[config.mk]
export PLATFORM = sky130hd
export DESIGN_NAME = dart_top
export DESIGN_NICKNAME = d
export VERILOG_FILES = /design/src/hdl/dart_pkg.sv /design/src/hdl/dart_chan.sv /design/src/hdl/dart_dead.sv /design/src/hdl/dart_top.sv
export SDC_FILE = /design/constraint.sdc
export NUM_CORES = 1
export LEC_CHECK = 0
export BUFFER_PORTS_ARGS = -buffer_cell sky130_fd_sc_hd__clkbuf_2
export CORE_ASPECT_RATIO = 1.4
export CORE_UTILIZATION = 40
export DETAILED_ROUTE_END_ITERATION = 7
export SLEW_MARGIN = 20
export SYNTH_ARGS = -nofsm -noshare
export SYNTH_HDL_FRONTEND = slang
export SYNTH_SLANG_ARGS = --single-unit
[constraint.sdc]
create_clock -name ref_clk -period 3.3 [get_ports ref_clk]
set_input_delay 0.165 -clock ref_clk [delete_from_list [all_inputs] [get_ports ref_clk]]
set_output_delay 0.165 -clock ref_clk [all_outputs]
set_load 0.005 [all_outputs]
[src/hdl/dart_pkg.sv]
// Constants and types shared by the dual autoreload timer
`default_nettype none
package dart_pkg;
	localparam int          CNT_W   = 12;
	localparam int          NUM_CH  = 4;
	localparam logic [11:0] CNT_MAX = 12'hFFF;

	// Register indices; byte address is four times the index
	localparam logic [5:0] IDX_CSR1   = 6'h0D;
	localparam logic [5:0] IDX_CNT1H  = 6'h0E;
	localparam logic [5:0] IDX_CNT1L  = 6'h0F;
	localparam logic [5:0] IDX_ATR1H  = 6'h10;
	localparam logic [5:0] IDX_ATR1L  = 6'h11;
	localparam logic [5:0] IDX_OCR    = 6'h12;
	localparam logic [5:0] IDX_CHCSR0 = 6'h13;
	localparam logic [5:0] IDX_DUTY0H = 6'h17;
	localparam logic [5:0] IDX_CSR2   = 6'h21;
	localparam logic [5:0] IDX_RELOAD_TWO_HIGH  = 6'h22;
	localparam logic [5:0] IDX_RELOAD_TWO_LOW  = 6'h23;
	localparam logic [5:0] IDX_DTG    = 6'h24;

	// Field positions
	localparam int CSR1_CK_LO = 3;
	localparam int CSR1_OVF   = 2;
	localparam int CSR1_OVFIE = 1;
	localparam int CSR1_CMPIE = 0;
	localparam int CSR2_OVFIE = 4;
	localparam int CSR2_OVF   = 3;
	localparam int CSR2_RUN   = 2;
	localparam int CSR2_TRANSFER_ENABLE_TWO = 1;
	localparam int CSR2_TRANSFER_ENABLE_ONE = 0;
	localparam int CHCSR_POL  = 1;
	localparam int CHCSR_CMPF = 0;
	localparam int DTG_EN     = 7;

	// Values after reset
	localparam logic [7:0]  REG_RST  = 8'h00;
	localparam logic [1:0]  TRAN_RST = 2'h3;
	localparam logic [11:0] CNT_RST  = 12'h000;

	typedef struct packed {
		logic [7:0]  paddr;
		logic        psel;
		logic        penable;
		logic        pwrite;
		logic [31:0] pwdata;
	} dart_apb_req_t;

	typedef struct packed {
		logic [11:0]           cnt1;
		logic [11:0]           cnt2;
		logic [11:0]           atr1;
		logic [11:0]           second_reload_value;
		logic [3:0][11:0]      duty_pre;
		logic [3:0][11:0]      duty_act;
		logic [3:0]            oe;
		logic [3:0]            pol;
		logic [3:0]            pol_sh;
		logic [3:0]            cmpf;
		logic                  ovf1;
		logic                  ovfie1;
		logic                  cmpie;
		logic [1:0]            clk_sel;
		logic                  overflow_irq_enable_two;
		logic                  overflow_flag_two;
		logic                  run2;
		logic                  transfer_enable_two;
		logic                  transfer_enable_one;
		logic [7:0]            dtg;
		logic [7:0]            rdata;
	} dart_state_t;

	typedef struct packed {
		logic lvl;
	} dart_chan_t;

	typedef struct packed {
		logic [6:0] cnt;
		logic       lvl;
		logic       out;
	} dart_dead_t;
endpackage
`default_nettype wire

[src/hdl/dart_chan.sv]
// One compare channel: set on overflow, clear on duty match
`default_nettype none
module dart_chan
	import dart_pkg::*;
(
	input  wire logic              ref_clk,  // Counter clock
	input  wire logic              rst,      // Sync reset
	input  wire logic              ovf,      // Overflow of driving counter
	input  wire logic [CNT_W-1:0]  cnt,      // Driving counter value
	input  wire logic [CNT_W-1:0]  duty,     // Active duty value
	input  wire logic              pol_sh,   // Shadow polarity
	output logic                   match,    // Counter equals duty
	output logic                   level     // Polarity-corrected level
);
	dart_chan_t s_r;
	dart_chan_t s_nxt;

	assign match = (cnt == duty);
	// Low already in the match cycle, so high time is duty minus reload
	assign level = (s_r.lvl & ~match) ^ pol_sh;

	always_comb
	begin
		s_nxt = s_r;
		// Overflow wins over a match in the same cycle
		if (ovf)
			s_nxt.lvl = 1'b1;
		else if (match)
			s_nxt.lvl = 1'b0;
	end

	always_ff @(posedge ref_clk)
	begin
		if (rst)
			s_r <= '0;
		else
			s_r <= s_nxt;
	end
endmodule
`default_nettype wire

[src/hdl/dart_dead.sv]
// Rising-edge delay for dead time, with output enable gating
`default_nettype none
module dart_dead
	import dart_pkg::*;
#(
	parameter int DT_W = 7
)
(
	input  wire logic            ref_clk, // Counter clock
	input  wire logic            rst,     // Sync reset
	input  wire logic            din,     // Channel level
	input  wire logic            dt_en,   // Insert dead time
	input  wire logic [DT_W-1:0] dt_val,  // Dead time in counter ticks
	input  wire logic            oe,      // Output enable
	output logic                 dout     // Registered pin level
);
	dart_dead_t s_r;
	dart_dead_t s_nxt;

	generate
		if (DT_W < 1 || DT_W > 7)
		begin : g_bad
			$error("dart_dead: DT_W must be 1..7");
		end
	endgenerate

	assign dout = s_r.out;

	always_comb
	begin
		s_nxt = s_r;
		if (!dt_en || !din)
		begin
			s_nxt.cnt = '0;
			s_nxt.lvl = din;
		end
		else if (s_r.cnt[DT_W-1:0] == dt_val)
			s_nxt.lvl = 1'b1;
		else
			s_nxt.cnt = s_r.cnt + 7'h01;
		s_nxt.out = oe & s_nxt.lvl;
	end

	always_ff @(posedge ref_clk)
	begin
		if (rst)
			s_r <= '0;
		else
			s_r <= s_nxt;
	end
endmodule
`default_nettype wire

[src/hdl/dart_top.sv]
// Dual 12-bit autoreload PWM timer with APB register slave
//
// Functional notes
// Counter two drives outputs two, three
// Period is 4096 minus reload value
// Duty preloads copied only on overflow
// Each transfer bit governs its counter
// Counter one starts from zero
// Overflow sets output, duty match clears
// Software keeps duty above reload value
// Software keeps reload at most 4094
// Shadow polarity inverts, updated like duty
// Per-output enable bit gates pin
// Control two bit 4 enables interrupt
// Overflow two flag, cleared by read
// Control two bit 2 runs counter two
// Transfer bits set at reset, self-clear
// Counter two reloads from its reload
// Dead-time enable on outputs zero, one
// Dead time is value times tick
// Counter one reloads and flags overflow
//
// Design decision made here: the APB register port.
`default_nettype none
module dart_top
	import dart_pkg::*;
(
	input  wire logic          ref_clk,      // 50 MHz counter clock
	input  wire logic          rst,          // Sync reset, active high
	input  wire dart_apb_req_t apb_req,      // APB request group
	output logic [31:0]        prdata,       // APB read data
	output logic               pready,       // APB ready
	output logic               pslverr,      // Unmapped access
	output logic [3:0]         pulse_output, // PWM pins
	output logic               irq_one,      // Counter one interrupt
	output logic               irq_two       // Counter two interrupt
);
	dart_state_t s_r;
	dart_state_t s_nxt;

	logic [3:0]             match;
	logic [3:0]             level;
	logic [3:0]             ch_ovf;
	logic [3:0][CNT_W-1:0]  ch_cnt;
	logic                   ovf1_ev;
	logic                   overflow_flag_two_ev;
	logic [5:0]             idx;
	logic                   setup_ph;
	logic                   access_ph;
	logic                   wr_acc;
	logic                   rd_acc;
	logic [7:0]             wdat;

	// Outputs two and three move to counter two in dual mode
	function automatic logic on_two(input int ch, input logic run2);
		on_two = (ch >= 2) && run2;
	endfunction

	function automatic logic is_mapped(input logic [5:0] i);
		is_mapped = ((i >= IDX_CSR1) && (i <= 6'h1E))
			|| ((i >= IDX_CSR2) && (i <= IDX_DTG));
	endfunction

	function automatic logic [7:0] read_mux(input dart_state_t s, input logic [5:0] i);
		logic [5:0] off;
		off = i - IDX_DUTY0H;
		read_mux = 8'h00;
		case (i)
			IDX_CSR1:  read_mux = {3'h0, s.clk_sel, s.ovf1, s.ovfie1, s.cmpie};
			IDX_CNT1H: read_mux = {4'h0, s.cnt1[11:8]};
			IDX_CNT1L: read_mux = s.cnt1[7:0];
			IDX_ATR1H: read_mux = {4'h0, s.atr1[11:8]};
			IDX_ATR1L: read_mux = s.atr1[7:0];
			IDX_OCR:   read_mux = {1'b0, s.oe[3], 1'b0, s.oe[2], 1'b0, s.oe[1], 1'b0, s.oe[0]};
			IDX_CSR2:  read_mux = {3'h0, s.overflow_irq_enable_two, s.overflow_flag_two, s.run2, s.transfer_enable_two, s.transfer_enable_one};
			IDX_RELOAD_TWO_HIGH: read_mux = {4'h0, s.second_reload_value[11:8]};
			IDX_RELOAD_TWO_LOW: read_mux = s.second_reload_value[7:0];
			IDX_DTG:   read_mux = s.dtg;
			default:
			begin
				if ((i >= IDX_CHCSR0) && (i < IDX_DUTY0H))
					read_mux = {6'h00, s.pol[i[1:0] + 2'h1], s.cmpf[i[1:0] + 2'h1]};
				else if (off < 6'h08)
				begin
					if (!off[0])
						read_mux = {4'h0, s.duty_pre[off[2:1]][11:8]};
					else
						read_mux = s.duty_pre[off[2:1]][7:0];
				end
			end
		endcase
	endfunction

	assign idx       = apb_req.paddr[7:2];
	assign setup_ph  = apb_req.psel & ~apb_req.penable;
	assign access_ph = apb_req.psel & apb_req.penable;
	assign wr_acc    = access_ph & apb_req.pwrite & is_mapped(idx);
	assign rd_acc    = access_ph & ~apb_req.pwrite & is_mapped(idx);
	assign wdat      = apb_req.pwdata[7:0];

	// Read data is captured in setup so the access phase needs no wait
	assign pready  = 1'b1;
	assign pslverr = access_ph & ~is_mapped(idx);
	assign prdata  = {24'h000000, s_r.rdata};

	assign irq_one = (s_r.ovf1 & s_r.ovfie1) | (s_r.cmpie & (|s_r.cmpf));
	assign irq_two = s_r.overflow_flag_two & s_r.overflow_irq_enable_two;

	// Overflow is the cycle at the top count; the reload follows it
	assign ovf1_ev = (s_r.cnt1 == CNT_MAX);
	assign overflow_flag_two_ev = s_r.run2 & (s_r.cnt2 == CNT_MAX);

	genvar g;
	generate
		for (g = 0; g < NUM_CH; g++)
		begin : g_ch
			assign ch_ovf[g] = on_two(g, s_r.run2) ? overflow_flag_two_ev : ovf1_ev;
			assign ch_cnt[g] = on_two(g, s_r.run2) ? s_r.cnt2 : s_r.cnt1;

			dart_chan u_chan
			(
				.ref_clk (ref_clk),
				.rst     (rst),
				.ovf     (ch_ovf[g]),
				.cnt     (ch_cnt[g]),
				.duty    (s_r.duty_act[g]),
				.pol_sh  (s_r.pol_sh[g]),
				.match   (match[g]),
				.level   (level[g])
			);

			dart_dead #(.DT_W(7)) u_dead
			(
				.ref_clk (ref_clk),
				.rst     (rst),
				.din     (level[g]),
				.dt_en   (s_r.dtg[DTG_EN] && (g < 2)),
				.dt_val  (s_r.dtg[6:0]),
				.oe      (s_r.oe[g]),
				.dout    (pulse_output[g])
			);
		end
	endgenerate

	always_comb
	begin
		logic [5:0] off;
		logic       xfer1;
		logic       xfer2;
		logic       do_x;
		off   = idx - IDX_DUTY0H;
		xfer1 = ovf1_ev & s_r.transfer_enable_one;
		xfer2 = overflow_flag_two_ev & s_r.transfer_enable_two;
		do_x  = 1'b0;
		s_nxt = s_r;

		// Counters: period is 4096 minus the reload value
		if (ovf1_ev)
			s_nxt.cnt1 = s_r.atr1;
		else
			s_nxt.cnt1 = s_r.cnt1 + 12'h001;
		if (s_r.run2)
		begin
			if (overflow_flag_two_ev)
				s_nxt.cnt2 = s_r.second_reload_value;
			else
				s_nxt.cnt2 = s_r.cnt2 + 12'h001;
		end

		// Preload to active transfer, shadow polarity alongside
		for (int i = 0; i < NUM_CH; i++)
		begin
			do_x = on_two(i, s_r.run2) ? xfer2 : xfer1;
			if (do_x)
			begin
				s_nxt.duty_act[i] = s_r.duty_pre[i];
				s_nxt.pol_sh[i]   = s_r.pol[i];
			end
		end
		if (xfer1)
			s_nxt.transfer_enable_one = 1'b0;
		if (xfer2)
			s_nxt.transfer_enable_two = 1'b0;

		// Clear-on-read first, so a same-cycle event still sets
		if (rd_acc)
		begin
			if (idx == IDX_CSR1)
				s_nxt.ovf1 = 1'b0;
			if (idx == IDX_CSR2)
				s_nxt.overflow_flag_two = 1'b0;
			if ((idx >= IDX_CHCSR0) && (idx < IDX_DUTY0H))
				s_nxt.cmpf[idx[1:0] + 2'h1] = 1'b0;
		end
		if (ovf1_ev)
			s_nxt.ovf1 = 1'b1;
		if (overflow_flag_two_ev)
			s_nxt.overflow_flag_two = 1'b1;
		for (int i = 0; i < NUM_CH; i++)
		begin
			if (match[i])
				s_nxt.cmpf[i] = 1'b1;
		end

		if (setup_ph)
			s_nxt.rdata = read_mux(s_r, idx);

		// Software writes last; a written set wins over the hardware clear
		if (wr_acc)
		begin
			case (idx)
				IDX_CSR1:
				begin
					s_nxt.clk_sel = wdat[CSR1_CK_LO+1:CSR1_CK_LO];
					s_nxt.ovfie1  = wdat[CSR1_OVFIE];
					s_nxt.cmpie   = wdat[CSR1_CMPIE];
				end
				IDX_ATR1H: s_nxt.atr1[11:8] = wdat[3:0];
				IDX_ATR1L: s_nxt.atr1[7:0]  = wdat;
				IDX_OCR:
				begin
					for (int i = 0; i < NUM_CH; i++)
						s_nxt.oe[i] = wdat[2*i];
				end
				IDX_CSR2:
				begin
					s_nxt.overflow_irq_enable_two = wdat[CSR2_OVFIE];
					s_nxt.run2   = wdat[CSR2_RUN];
					s_nxt.transfer_enable_two  = wdat[CSR2_TRANSFER_ENABLE_TWO];
					s_nxt.transfer_enable_one  = wdat[CSR2_TRANSFER_ENABLE_ONE];
				end
				IDX_RELOAD_TWO_HIGH: s_nxt.second_reload_value[11:8] = wdat[3:0];
				IDX_RELOAD_TWO_LOW: s_nxt.second_reload_value[7:0]  = wdat;
				IDX_DTG:   s_nxt.dtg        = wdat;
				default:
				begin
					if ((idx >= IDX_CHCSR0) && (idx < IDX_DUTY0H))
						s_nxt.pol[idx[1:0] + 2'h1] = wdat[CHCSR_POL];
					else if (off < 6'h08)
					begin
						if (!off[0])
							s_nxt.duty_pre[off[2:1]][11:8] = wdat[3:0];
						else
							s_nxt.duty_pre[off[2:1]][7:0] = wdat;
					end
				end
			endcase
		end
	end

	always_ff @(posedge ref_clk)
	begin
		if (rst)
		begin
			s_r       <= '0;
			s_r.cnt1  <= CNT_RST;
			s_r.cnt2  <= CNT_RST;
			s_r.transfer_enable_two <= TRAN_RST[1];
			s_r.transfer_enable_one <= TRAN_RST[0];
		end
		else
			s_r <= s_nxt;
	end
endmodule
`default_nettype wire

==> results.md <==
- DR DRC count: 10
- Min Tclk post-route: 2.606 ns
- Final wirelength: 30.85 mm
- WL per Instance: 20.83 um
- N_diodes: 0
- Slew HR: 0.3991
- R2r startpoint: ch_cnt[1]
- PwrDens: 480.7 nW/um2
- Most frequent cell after synthesis: dfxtp_1
- Post-route setup slack: 0.6935 ns
- Core Region: 25470 um2
- Clock buffer depth: 3
- Max-Cap Viols: 0
- Die X: 138.5 um
- Vias: 8429
- DRT iter0 DRCs: 727
- CTS Sinks: 210
- PostCTS Resize Cnt: 0
- Sw Pwr: 1.276 mW
- Largest net degree at the start of global routing: 122
- CTS tree: yes
- Min-Delay Path Class: primary input to flop
- Clock share of power: 0.477
- Cell variety after synth: 76
- Min-delay src: apb_req[0]
- Inserted Clock Buffers: 22
- Die area: 26750 um2
- Syn Inst Count: 1159
- Post-Place Setup Slack: 0.5642 ns
- Internal power: 4.219 mW
- Syn. warnings: 0
- Worst-path fanout max: 17
- Vias in the first global route: 7925
- Port bufs: 33
- Starting Density: 0.4097
- Fraction of registers with async set/reset: 0
- Power share of the combinational group: 0.056
- Setup TNS: 0 ns
- Post-synth top area share: 0.4029
- Mapped Area: 10440 um2
- Area leader, netlist: dfxtp_1
- Reg2Reg Setup Slack: 0.69 ns
- Outcome: finished with violations
- RSZ-0062 raised after global routing: no
- Slew @ Worst Pin: 0.8970 ns
- Worst r2r dst: s_r[16]
- Post-route ant nets: 0
- GR Util All Layers: 0.2314
- Vias per std cell: 5.691
- Post-place instance area: 10660 um2
- First-pass GRT wire length: 47.34 mm
- Final instance area: 11430 um2
- Worst EP required: 3.70 ns
- Synth cell count leaders: dfxtp_1, nor2_1, nand2_1
- Die height: 193.1 um
- DPL Wire Length: 21.89 mm
- Fin crit share: 0.7898
- Root Buffer: clkbuf_16
- EDFF count, synth: 0
- Largest cells by area after synthesis: dfxtp_1, mux2i_1, xnor2_1
- Initial antenna violation count: 0
- Reg clk slew, reported paths: 0.07 ns
- Layout cell share with drive strength beyond 1: 0.1153
- Worst Path Class, Setup: flop to flop
- WP data arrival: 3.01 ns
- Htree depth: 1
- Hold-fix buffers, CTS: 0
- Crit path launch type: flop
- Fin nets: 1203
- Syn-to-layout area delta: 9.545%
- Final setup violation count: 0
- Peak supply drop: 0.2698 mV
- Gp weighted congestion: 0.8857
- Avg Inst Size Synth: 9.003 um2
- Gr ovfl total: 0
- Reg2Reg Depth: 5
- Number of primary I/O pins: 85
- Switching share of power: 0.2322
- Skew final: 0.01513 ns
- Seq pwr share: 0.467
- First-pass iteration count of the detailed router: 7
- Clk_lat worst skew: 0.51 ns
- Hold Fails Final Rpt: 0
- Worst hold path depth: 3
- Fmax: 383.7 MHz
- # rows: 69
- Max-slew violation count: 0
- WHS Endpoint: s_r[138]
- Failing checks: DRC
- Setup Buffers After CTS: 0
- Number of synthesized register bits: 210
- Leak: 4.508 nW
- Top_reg_cell synth: dfxtp_1
- Worst setup EP type: flop
- Sequential area share after synthesis: 0.4029
==> cells by family (layout without fill, tap and decap cells) <==
logic type               after synthesis  count (layout)  synth area share
AND/OR/NAND/NOR                      421             421            0.2028
multiplexers                         113             113            0.1253
adder cells (fa/ha/maj)               10              10           0.01199
flip-flops                           210             210            0.4029
AO/OA/AOI/OAI                        189             189            0.1165
buffers and inverters                126             106           0.06451
other                                  2              25         0.0007197
XOR/XNOR                              88              88           0.07530
==> state kept, by name (all words and copies together), names as in the netlist <==
name              flops
ch_cnt               12
g_ch.u_chan.s_r       4
g_ch.u_dead.dout      4
g_ch.u_dead.s_r      16
prdata                8
s_r                 166
==> worst max-delay path by stage <==
stage / from / end / slack [ns] / cells after the start
2_1_floorplan: apb_req[37] / s_r[108] / 0.87 / 9
3_5_place_dp: apb_req[39] / s_r[97] / 0.56 / 9
4_1_cts: ch_cnt[1] / s_r[16] / 0.69 / 5
6_report: ch_cnt[1] / s_r[16] / 0.69 / 5
3_3_place_gp: apb_req[39] / s_r[97] / 0.60 / 9
5_1_grt: ch_cnt[1] / s_r[16] / 0.54 / 5
==> critical path: stages, from the launching register on <==
cell and delay, ns:
dfxtp_1 0.54, ha_1 0.32, nand3_1 0.18, nor3_1 0.44
nand2b_1 0.55, a311o_1 0.48
==> layout by cell type, fill, tap and decap left out, types with 22 or more instances in the layout <==
cell | netlist | layout
a21oi_1 | 76 | 76
buf_4 | 43 | 27
clkbuf_16 | 0 | 23
clkbuf_2 | 1 | 32
conb_1 | 2 | 25
dfxtp_1 | 210 | 210
mux2i_1 | 98 | 98
nand2_1 | 121 | 121
nand2b_1 | 22 | 22
nand3_1 | 41 | 41
nand4_1 | 22 | 22
nor2_1 | 123 | 123
o21ai_0 | 26 | 26
xnor2_1 | 66 | 66
==> power by group through the flow <==
stage	Clock [mW]	Combinational [mW]	Sequential, mW
after CTS	2.65	0.304	2.57
after detailed placement	0	0.303	2.62
after floorplan	0	0.233	2.61
after global routing	2.75	0.329	2.57
final	2.62	0.308	2.57
after global placement	0	0.303	2.62
==> per-layer routing <==
metal  up-vias  routed length (um)  global-route usage
met5         -                   0                   0
met4         0                1844              0.1413
met3        79                1188             0.02544
met2       265               15230              0.4164
met1      4077               12580              0.2658
li1       4008                   -                   -
==> final cells by class <==
type,count,area [um2]
Clock buffer,28,624.3
Clock inverter,10,131.4
Fill cell,2469,14040
Inverter,8,30.03
Multi-Input combinational cell,846,5668
Sequential cell,210,4204
Tap cell,319,399.1
Timing Repair Buffer,60,374.1
==> metrics by stage <==
stage / total power [mW] / std cells / hold WS (ns) / util
6_report: 5.495 / 1481 / 0.07148 / 0.4488
5_1_grt: 5.646 / 1481 / 0.1018 / 0.4488
4_1_cts: 5.525 / 1481 / 0.06255 / 0.4484
3_5_place_dp: 2.927 / 1443 / 0.4547 / 0.4187
3_3_place_gp: 2.927 / 1443 / 0.4457 / 0.4187
2_1_floorplan: 2.846 / 1182 / 0.3089 / -
Note: power is estimated with default switching activity, not from simulation.
